<file path="src/hdl/fam_consts.svh">
// fetch address match: register map, field positions, reset values
// assumes a 32-bit AHB-Lite register bus and 24-bit bank:pc fetch addresses
`ifndef FAM_CONSTS_SVH
`define FAM_CONSTS_SVH

// word indices of the registers
`define FAM_OFS_CTRL0    3'h0
`define FAM_OFS_CTRL1    3'h1
`define FAM_OFS_CMP0     3'h2
`define FAM_OFS_CMP1     3'h3
`define FAM_OFS_STAT     3'h4
`define FAM_OFS_MASK     3'h5
`define FAM_OFS_SAVED    3'h6

// field positions
`define FAM_CTRL0_EN     2
`define FAM_CTRL1_GATE   0
`define FAM_CTRL1_DEC    1
`define FAM_STAT_DET     0
`define FAM_STAT_BLK     1

// reset values
`define FAM_RST_SEL      2'h0
`define FAM_RST_CMP      24'h00_0000
`define FAM_RST_MASK     2'h0

`endif

</file>
<file path="src/hdl/fam_pkg.sv">
// fetch address match: shared types
// assumes nothing beyond the constants header
package fam_pkg;
  typedef logic [23:0] fam_addr_t;
  typedef enum logic [1:0] {
    FAM_COND_CMP0,
    FAM_COND_CMP1,
    FAM_COND_EITHER,
    FAM_COND_OUTSIDE
  } fam_cond_t;
endpackage

</file>
<file path="src/hdl/fam_cmp_if.sv">
// fetch address match: compare bundle between top and comparator
// assumes both ends run on the same clock
interface fam_cmp_if;
  import fam_pkg::*;
  fam_addr_t addr;
  fam_addr_t cmp0;
  fam_addr_t cmp1;
  fam_cond_t cond;
  logic      hit;
  logic      which;
  modport src (output addr, cmp0, cmp1, cond, input hit, which);
  modport cmp (input addr, cmp0, cmp1, cond, output hit, which);
endinterface

</file>
<file path="src/hdl/fam_match.sv">
// fetch address match: pure combinational condition evaluator
// assumes the caller registers the result
module fam_match (
  fam_cmp_if.cmp c  // compare bundle
);
  import fam_pkg::*;
  logic eq0;
  logic eq1;

  // full 24-bit compares
  // all address bits
  assign eq0 = (c.addr == c.cmp0);
  assign eq1 = (c.addr == c.cmp1);

  // only the selected condition counts
  // one condition evaluated
  always_comb begin
    unique case (c.cond)
      FAM_COND_CMP0:    c.hit = eq0;
      FAM_COND_CMP1:    c.hit = eq1;
      FAM_COND_EITHER:  c.hit = eq0 | eq1;
      FAM_COND_OUTSIDE: c.hit = (c.addr < c.cmp0) | (c.addr > c.cmp1);
    endcase
  end

  // one when compare one matched; zero wins if both match
  // which register
  assign c.which = ~eq0 & eq1;
endmodule

</file>
<file path="src/hdl/fam_top.sv">
// fetch address match: top with AHB-Lite registers and cpu fetch port
// assumes fetch and acknowledge come from cpu logic on mclk
`include "fam_consts.svh"
module fam_top (
  input  wire logic              mclk,          // 100 MHz clock
  input  wire logic              nrst,          // sync reset, low
  input  wire logic              hsel,          // slave select
  input  wire logic [31:0]       haddr,         // byte address
  input  wire logic [1:0]        htrans,        // transfer type
  input  wire logic              hwrite,        // write when high
  input  wire logic [2:0]        hsize,         // word only
  input  wire logic [31:0]       hwdata,        // write data
  input  wire logic              hready,        // bus ready
  output logic      [31:0]       hrdata,        // read data
  output logic                   hreadyout,     // slave ready
  output logic                   hresp,         // always okay
  input  wire logic              fetch_valid,   // fetch start strobe
  input  wire logic [7:0]        program_bank,  // fetch bank
  input  wire logic [15:0]       program_pc,    // fetch offset
  input  wire logic [15:0]       processor_status_word, // cpu status
  input  wire logic              nmi_ack,       // cpu accepts request
  output logic                   fetch_squash,  // drop fetched op
  output logic                   nmi_req,       // non-maskable request
  output logic                   push_valid,    // stack push strobe
  output fam_pkg::fam_addr_t     push_addr,     // saved bank and pc
  output logic      [15:0]       push_psw,      // saved status word
  output logic                   irq            // status interrupt
);
  import fam_pkg::*;

  fam_cond_t cond;
  logic      detect_en;
  logic      gate;
  logic      decision;
  fam_addr_t cmp0;
  fam_addr_t cmp1;
  fam_addr_t saved;
  logic [1:0] stat;
  logic [1:0] mask;
  logic       dp_pend;
  logic       dp_write;
  logic       dp_mapped;
  logic [2:0] dp_idx;
  logic       addr_take;
  logic       wr_now;
  logic       rd_now;
  logic       blocked;
  logic       detect;
  logic [1:0] next_stat;
  logic [1:0] next_mask;
  logic [31:0] next_rdata;
  fam_addr_t  fetch_addr;

  fam_cmp_if cmp_bus ();

  // fetch address is bank above pc
  assign fetch_addr = {program_bank, program_pc};

  // every fetch is compared against both registers
  // fetch compare
  assign cmp_bus.addr = fetch_addr;
  assign cmp_bus.cmp0 = cmp0;
  assign cmp_bus.cmp1 = cmp1;
  assign cmp_bus.cond = cond;

  fam_match u_match (
    .c (cmp_bus)
  );

  // a hit counts only while enabled and no request waits
  // enable gates requests
  assign detect = fetch_valid & detect_en & ~nmi_req & cmp_bus.hit;

  // address phase, one word per transfer
  assign addr_take = hsel & htrans[1] & hready;

  // data phase actions land in the first data cycle, the wait state
  assign wr_now = dp_pend & dp_write & dp_mapped;
  assign rd_now = dp_pend & ~dp_write & dp_mapped;

  // compare registers shut while the gate is closed
  // gate blocks access
  assign blocked = dp_pend & dp_mapped & ~gate
                 & (dp_idx == `FAM_OFS_CMP0 || dp_idx == `FAM_OFS_CMP1);

  // capture the address phase; one wait state lets read data leave a flop
  always_ff @(posedge mclk) begin
    if (!nrst) begin
      dp_pend   <= 1'b0;
      dp_write  <= 1'b0;
      dp_mapped <= 1'b0;
      dp_idx    <= 3'h0;
      hreadyout <= 1'b1;
    end else if (addr_take && !dp_pend) begin
      dp_pend   <= 1'b1;
      dp_write  <= hwrite;
      dp_mapped <= (haddr[31:5] == 27'h000_0000) && (haddr[4:2] <= `FAM_OFS_SAVED);
      dp_idx    <= haddr[4:2];
      hreadyout <= 1'b0;
    end else begin
      dp_pend   <= 1'b0;
      hreadyout <= 1'b1;
    end
  end

  // errors are never signalled
  always_ff @(posedge mclk) begin
    hresp <= 1'b0;
  end

  // read mux; unmapped and blocked words read zero
  always_comb begin
    next_rdata = 32'h0000_0000;
    if (rd_now && !blocked) begin
      unique case (dp_idx)
        `FAM_OFS_CTRL0: next_rdata = {29'h0000_0000, detect_en, cond};
        `FAM_OFS_CTRL1: next_rdata = {30'h0000_0000, decision, gate};
        `FAM_OFS_CMP0:  next_rdata = {8'h00, cmp0};
        `FAM_OFS_CMP1:  next_rdata = {8'h00, cmp1};
        `FAM_OFS_STAT:  next_rdata = {30'h0000_0000, stat};
        `FAM_OFS_MASK:  next_rdata = {30'h0000_0000, mask};
        `FAM_OFS_SAVED: next_rdata = {8'h00, saved};
        default:        next_rdata = 32'h0000_0000;
      endcase
    end
  end

  // read data held from the ready edge until the next read
  always_ff @(posedge mclk) begin
    if (!nrst) begin
      hrdata <= 32'h0000_0000;
    end else if (dp_pend && !dp_write) begin
      hrdata <= next_rdata;
    end
  end

  // control registers; enable and gate clear at reset
  // reset state
  always_ff @(posedge mclk) begin
    if (!nrst) begin
      cond      <= fam_cond_t'(`FAM_RST_SEL);
      detect_en <= 1'b0;
      gate      <= 1'b0;
    end else if (wr_now && dp_idx == `FAM_OFS_CTRL0) begin
      cond      <= fam_cond_t'(hwdata[1:0]);
      detect_en <= hwdata[`FAM_CTRL0_EN];
    end else if (wr_now && dp_idx == `FAM_OFS_CTRL1) begin
      gate      <= hwdata[`FAM_CTRL1_GATE];
    end
  end

  // compare registers take writes only with the gate open
  // writes blocked
  always_ff @(posedge mclk) begin
    if (!nrst) begin
      cmp0 <= `FAM_RST_CMP;
      cmp1 <= `FAM_RST_CMP;
    end else if (wr_now && !blocked) begin
      if (dp_idx == `FAM_OFS_CMP0) begin
        cmp0 <= hwdata[23:0];
      end
      if (dp_idx == `FAM_OFS_CMP1) begin
        cmp1 <= hwdata[23:0];
      end
    end
  end

  // decision flag follows only condition two; stale otherwise
  // decision capture
  always_ff @(posedge mclk) begin
    if (!nrst) begin
      decision <= 1'b0;
    end else if (detect && cond == FAM_COND_EITHER) begin
      decision <= cmp_bus.which;
    end
  end

  // hit drops the fetched op and raises the request until accepted
  // squash and request
  always_ff @(posedge mclk) begin
    if (!nrst) begin
      fetch_squash <= 1'b0;
      nmi_req      <= 1'b0;
    end else begin
      fetch_squash <= detect;
      if (detect) begin
        nmi_req <= 1'b1;
      end else if (nmi_ack) begin
        nmi_req <= 1'b0;
      end
    end
  end

  // the address that met the condition is the return address
  always_ff @(posedge mclk) begin
    if (!nrst) begin
      saved <= `FAM_RST_CMP;
    end else if (detect) begin
      saved <= fetch_addr;
    end
  end

  // on acceptance hand bank, pc and status to the stack pusher
  // stack push
  always_ff @(posedge mclk) begin
    if (!nrst) begin
      push_valid <= 1'b0;
      push_addr  <= `FAM_RST_CMP;
      push_psw   <= 16'h0000;
    end else begin
      push_valid <= nmi_req & nmi_ack;
      if (nmi_req && nmi_ack) begin
        push_addr <= saved;
        push_psw  <= processor_status_word;
      end
    end
  end

  // sticky status: a new event beats a same-cycle clear
  always_comb begin
    next_stat = stat;
    if (wr_now && dp_idx == `FAM_OFS_STAT) begin
      next_stat = stat & ~hwdata[1:0];
    end
    if (detect) begin
      next_stat[`FAM_STAT_DET] = 1'b1;
    end
    if (blocked) begin
      next_stat[`FAM_STAT_BLK] = 1'b1;
    end
  end

  // mask as it will stand, so irq never lags a mask write by a cycle
  assign next_mask = (wr_now && dp_idx == `FAM_OFS_MASK) ? hwdata[1:0] : mask;

  // status, mask and level interrupt
  always_ff @(posedge mclk) begin
    if (!nrst) begin
      stat <= 2'h0;
      mask <= `FAM_RST_MASK;
      irq  <= 1'b0;
    end else begin
      stat <= next_stat;
      if (wr_now && dp_idx == `FAM_OFS_MASK) begin
        mask <= hwdata[1:0];
      end
      irq <= |(next_stat & next_mask);
    end
  end
endmodule

</file>
<file path="config.mk">
export PLATFORM = sky130hd
export DESIGN_NAME = fam_top
export DESIGN_NICKNAME = d
export VERILOG_FILES = /design/src/hdl/fam_pkg.sv /design/src/hdl/fam_cmp_if.sv /design/src/hdl/fam_match.sv /design/src/hdl/fam_top.sv
export VERILOG_INCLUDE_DIRS = /design/src /design/src/hdl
export SDC_FILE = /design/constraint.sdc
export NUM_CORES = 1
export LEC_CHECK = 0
export CAP_MARGIN = 20
export CELL_PAD_IN_SITES_DETAIL_PLACEMENT = 0
export CELL_PAD_IN_SITES_GLOBAL_PLACEMENT = 1
export CORE_ASPECT_RATIO = 1.4
export CORE_MARGIN = 2
export CORE_UTILIZATION = 49
export CTS_CLUSTER_SIZE = 25
export DETAILED_ROUTE_END_ITERATION = 10
export DONT_BUFFER_PORTS = 1
export GPL_TIMING_DRIVEN = 0
export PLACE_DENSITY = 0.84
export SLEW_MARGIN = 0
export SYNTH_ARGS = -nofsm -noshare
export SYNTH_HDL_FRONTEND = slang
export SYNTH_SLANG_ARGS = --single-unit
</file>
<file path="constraint.sdc">
create_clock -name mclk -period 4.2 [get_ports mclk]
set_input_delay 0.21 -clock mclk [delete_from_list [all_inputs] [get_ports mclk]]
set_output_delay 0.21 -clock mclk [all_outputs]
set_load 0.005 [all_outputs]
</file>
=== After elaboration in Yosys (flattened, before gate mapping) ===
Index checks and enable logic that the tools add are counted.

* $lt $le $gt $ge: 3
* Equality and inequality tests: 11
* Multiplexer cells: 11
* Bitwise gates (word level): 24
* Reduce and logical (&&, ||, !) cells: 23

{| class="wikitable"
|+ Operator list
! cell !! count
|-
| case mux 24 bit (7 select lines) || 1
|-
| == test 24 bit || 2
|-
| logical NOT 27 bit || 1
|-
| > comparator 24 bit || 1
|-
| < comparator 24 bit || 1
|-
| two-way mux 24 bit || 1
|-
| AND 1 bit || 14
|-
| logical AND 1 bit || 11
|-
| == test 3 bit, second input constant || 3
|-
| == test 3 x 2 -> 1 bit, second input constant || 2
|-
| two-way mux 1 bit || 6
|-
| AND reduction 2 bit || 3
|-
| NOT 1 bit || 5
|-
| AND 2 bit || 2
|-
| == test 2 bit, second input constant || 2
|-
| two-way mux 2 bit || 2
|-
| case mux 1 bit (4 select lines) || 1
|-
| == test 3 x 1 -> 1 bit, second input constant || 1
|-
| less-or-equal comparator 3 bit, second input constant || 1
|-
| logical NOT 1 bit || 3
|-
| logical NOT 3 bit || 1
|-
| == test 2 x 1 -> 1 bit, second input constant || 1
|-
| logical NOT 2 bit || 1
|-
| NOT 2 bit || 1
|-
| 4 further kinds || 5
|}

* Flip-flop bits (word level): 164
* Output and inout bits: 78

=== Logic depth before layout (Yosys ltp) ===
* Depth after elaboration: 7
* Gate-level depth with buffers: 11
* Mapped depth without buffers: 9

=== Hierarchy ===
Synthesis repeated with hierarchy kept, for this count alone.

* Cells, all modules: 866
* Area total of the unflattened synthesis: 7,709.9 um^2

{| class="wikitable"
|+ Modules (own cells, without submodules)
! module !! times used !! cells each !! area each (um^2) !! sequential area each (um^2)
|-
| fam_top || 1 || 690 || 6,458.7 || 3,123.0
|-
| fam_match || 1 || 176 || 1,251.2 || 0.0
|}

=== Worst setup path before layout ===
OpenSTA, ideal clock, no wires.

* Kind: reg-to-reg
* Start point: register cmp1[15]
* End point: register nmi_req
* Setup time: 0.115 ns
* Arrival time: 2.496 ns
* Slack: 1.590 ns
* Cell stages (with the launch flop): 12
* Buffers on the path: 2
* Clock period less this slack: 2.610 ns
* Path through: dfxtp_1 -> inv_1 -> ha_1 -> nand4_1 -> or4_4 -> nor3_4 -> nor2_1 -> or3_1 -> o21ba_1 -> buf_6 -> buf_6 -> o21a_1

* Cells in the longest elaborated chain, start to end: 5

{| class="wikitable"
|+ Ends and longest elaborated chain
! what !! line !! text
|-
| start: declaration || fam_top.sv:36 || <nowiki>fam_addr_t cmp1;</nowiki>
|-
| start signal: assignment || fam_top.sv:157 || <nowiki>cmp1 <= `FAM_RST_CMP;</nowiki>
|-
| start signal: assignment || fam_top.sv:163 || <nowiki>cmp1 <= hwdata[23:0];</nowiki>
|-
| > comparator 24 bit or == test 24 bit (tied branches) || fam_match.sv:22, fam_match.sv:13 ||
|-
| OR 1 bit (on tied branches) || fam_match.sv:22, fam_match.sv:21 ||
|-
| case mux 1 bit (4 select lines) * || fam_match.sv:18 || <nowiki>unique case (c.cond)</nowiki>
|-
| AND 1 bit * || fam_top.sv:72 || <nowiki>assign detect = fetch_valid & detect_en & ~nmi_req & cmp_bus.hit;</nowiki>
|-
| two-way mux 1 bit or nonzero test 2 bit (tied branches) || n/a ||
|-
| end signal: assignment || fam_top.sv:183 || <nowiki>nmi_req <= 1'b0;</nowiki>
|-
| end signal: assignment || fam_top.sv:187 || <nowiki>nmi_req <= 1'b1;</nowiki>
|-
| end signal: assignment || fam_top.sv:189 || <nowiki>nmi_req <= 1'b0;</nowiki>
|-
| end: declaration || fam_top.sv:23 || <nowiki>output logic nmi_req,</nowiki>
|}

Mark *: on every way between the ends. The rest lies on a longest branch, timed or not.
A chain may end at the register's enable or synchronous reset.

=== Worst setup path after layout ===
* Start point: register cmp1[22]
* End point: register irq

* Cells in the longest elaborated chain, start to end: 7

{| class="wikitable"
|+ Ends and longest elaborated chain
! what !! line !! text
|-
| > comparator 24 bit or == test 24 bit (tied branches) || fam_match.sv:22, fam_match.sv:13 ||
|-
| OR 1 bit (on tied branches) || fam_match.sv:22, fam_match.sv:21 ||
|-
| case mux 1 bit (4 select lines) * || fam_match.sv:18 ||
|-
| AND 1 bit * || fam_top.sv:72 ||
|-
| two-way mux 1 bit * || fam_top.sv:225 || <nowiki>if (detect) begin</nowiki>
|-
| AND 2 bit * || fam_top.sv:247 || <nowiki>irq <= |(next_stat & next_mask);</nowiki>
|-
| OR reduction 2 bit * || fam_top.sv:247 ||
|-
| end signal: assignment || fam_top.sv:247 ||
|-
| end: declaration || fam_top.sv:27 || <nowiki>output logic irq</nowiki>
|}

Marks and branches as above.

==> run_results.csv <==
group,metric,value,unit
run_status,outcome,"finished, final reports clean",
global_route,grt_start_max_net_pins,17,
setup_path,r2r_start,"cmp1[22]",
cells_and_area,diodes,0,
global_route,grt-ovfl-total,0,
timing,rsz0062_at_grt,"false",
die,core,15100,um2
worst_hold_path,hold_path_class,"primary input to flop",
routing,drcViolationCount,0,
routing,firstDrtPassIters,5,
synthesis,ys_seq_elements,156,
setup_path,r2r-end,"irq",
clocking,clock_latency,0.44,ns
routing,drtIter0Drc,444,
synthesis,synth_edf_count,0,
setup_path,required,4.52,ns
timing,period_minus_slack,2.90,ns
die,io_pins,194,
timing,final_hold_viol_count,0,
setup_path,critPathKind,"flop to flop",
power_and_ir_drop,power_switching,0.759,mW
setup_path,cpPeakStageDelay,0.55,ns
global_route,globalRouteTotalUtil,0.278,
power_and_ir_drop,combPwrFrac,0.063,
power_and_ir_drop,ir_worst_vdd,228,uV
timing,maxSlewViolCount,0,
power_and_ir_drop,p_int,2.48,mW
clocking,post_cts_resized,0,
clocking,cts_buffer_depth,2,
cells_and_area,most-common-layout-cells,"nand2_1 (264), dfxtp_1 (156), a21oi_1 (115)",
setup_path,startpoint_type,"flop",
worst_hold_path,min_path_cells,3,
global_route,grt_pass1_vias,6436,
timing,setup_tns,0,ns
power_and_ir_drop,pwr_density_cell,357,nW/um2
synthesis,synthesis.area,7530,um2
setup_path,critical_path_arrival,3.22,ns
setup_path,reg2reg_setup_slack,1.30,ns
clocking,htreeDepth,4,
routing,vias_per_cell,5.42,
setup_path,cp_slowest_cell,"or4_4",
cells_and_area,finish.utilization,0.604,
cells_and_area,layout.cells.non_filler,1253,
routing,routedWlPerCell,18.0,um
synthesis,synth_seq_area_share,0.415,
setup_path,rr_worst_depth,11,
synthesis,synthArstFlopShare,0,
setup_path,cp_max_fo,10,
power_and_ir_drop,p_leak,3.13,nW
routing,vias,6795,
clocking,cts_inserted_buffers,17,
clocking,cts_hold_buf,69,
timing,slew_headroom,0.373,
synthesis,ys_warn_count,0,
timing,fin_crit_sh,0.690,
cells_and_area,final_common_cell,"nand2_1",
place,port_buffers,0,
timing,worst_clock_skew,0.00799,ns
run,drv_cap,0,
timing,max_freq,345,MHz
power_and_ir_drop,seqPwrFrac,0.458,
timing,setup_viol,0,
worst_hold_path,hold_end,"stat[1]",
clocking,cts_setup_buffers,0,
worst_hold_path,min-delay-start,"hwdata[1]",
die,die_w,109,um
routing,wirelength,22500,um
die,die_area,16400,um2
synthesis,dominantRegCellSynth,"dfxtp_1",
cells_and_area,drive_gt1_frac,0.0471,
timing,worst_pin_slew,0.940,ns
die,die_y,151,um
cells_and_area,layout.nets,1212,
routing,antenna_left,0,
clocking,cts_tree,"done",
place,place_congestion,0.886,
place,hpwl,16200,um
die,rows,53,
cells_and_area,area_growth,20.6,%
timing,timing.hold.ws,0.0120,ns
synthesis,postSynthAreaPerCell,7.91,um2
place,place_inst,1152,
power_and_ir_drop,power_frac_clock,0.479,
global_route,grt_pass1_wl,34100,um
setup_path,endpoint_kind,"flop",
setup_path,crit_path_frequent_cell,"buf_6",
synthesis,synth.distinct_cells,47,
clocking,root_buffer,"clkbuf_16",
global_route,antenna_found_initial,0,
clocking,clk_pin_slew,0.06,ns
die,start_util,0.500,
synthesis,syn-instance-count,952,
power_and_ir_drop,netSwitchingFraction,0.234,
setup_path,path_cells,"inv_1 -> ha_1 -> nand4_1 -> or4_4 -> nor3_4 -> nor2_1 -> or3_1 -> o21ba_1 -> buf_6 -> buf_6 -> a21bo_1",
clocking,clock-sinks,156,
-- flip-flops by register name, indices dropped and copies added (netlist names), 2 cells and up --
name          cells
cmp0             24
cmp1             24
cmp_bus.cond      2
dp_idx            3
hrdata           24
mask              2
push_addr        24
push_psw         16
saved            24
stat              2
-- synth_stat cells, types with 9 or more instances --
cell type  instances  area [um2]
nor2_1            44         165
mux2i_1           57         571
o21ai_0           30         150
nand4_1           13        81.3
a22oi_1           23         173
ha_1              48         601
nand2_1          264         991
clkbuf_1          48         180
a21oi_1          115         576
buf_4              9        67.6
inv_1             52         195
dfxtp_1          156        3120
-- power groups by stage --
stage	combinational [mW]	sequential, mW	clock (mW)
after detailed placement	0.143	1.52	0
after CTS	0.202	1.48	1.56
after global placement	0.142	1.52	0
after global routing	0.222	1.48	1.63
after floorplan	0.101	1.51	0
final	0.204	1.48	1.55
-- how the worst max path moves through the flow --
stage,from,slack [ns],end,cells past startpoint
finish,cmp1[22],1.30,irq,11
global route,cmp1[22],1.19,irq,11
global placement,cmp1[22],1.33,irq,11
detailed placement,cmp1[11],1.32,irq,11
floorplan,cmp1[15],1.59,nmi_req,11
CTS,cmp1[11],1.30,irq,11
-- final cells by class --
type                    instances  area [um2]
clock inverters                13         140
multi-input cells             683        3920
clock buffers                  19         453
well taps                     192         240
inverters                      52         195
flip-flops and latches        156        3120
fillers                      1394        5970
repair buffers                 69         691
plain buffers                  69         325
-- metal layers --
layer	vias to the layer above	GRT usage	routed length [um]
li1	3383	-	-
met1	3122	0.327	9360
met5	-	0	0
met3	54	0.0563	1350
met4	0	0.132	825
met2	236	0.478	11000
-- cells by family after synthesis --
family	share of synthesized area
compound gates	0.145
fa+ha+maj	0.0797
buf+inv	0.0691
flops	0.415
mux	0.0802
other cells	0.000498
simple gates	0.211
-- stage by stage --
stage	power, mW	area [um2]	setup slack (ns)
floorplan	1.62	7560	1.59
global placement	1.66	7800	1.33
detailed placement	1.66	7800	1.32
CTS	3.25	9080	1.30
global route	3.33	9080	1.19
finish	3.24	9080	1.30
-- worst max-delay path, delay by kind of cell (launching register included) --
family	cells	cell delay, ns
AO/OA/AOI/OAI	2	0.38
adder cells (fa/ha/maj)	1	0.32
AND/OR/NAND/NOR	5	1.35
buffers and inverters	3	0.38
flip-flops	1	0.35
(Power assumes the default switching activity.)
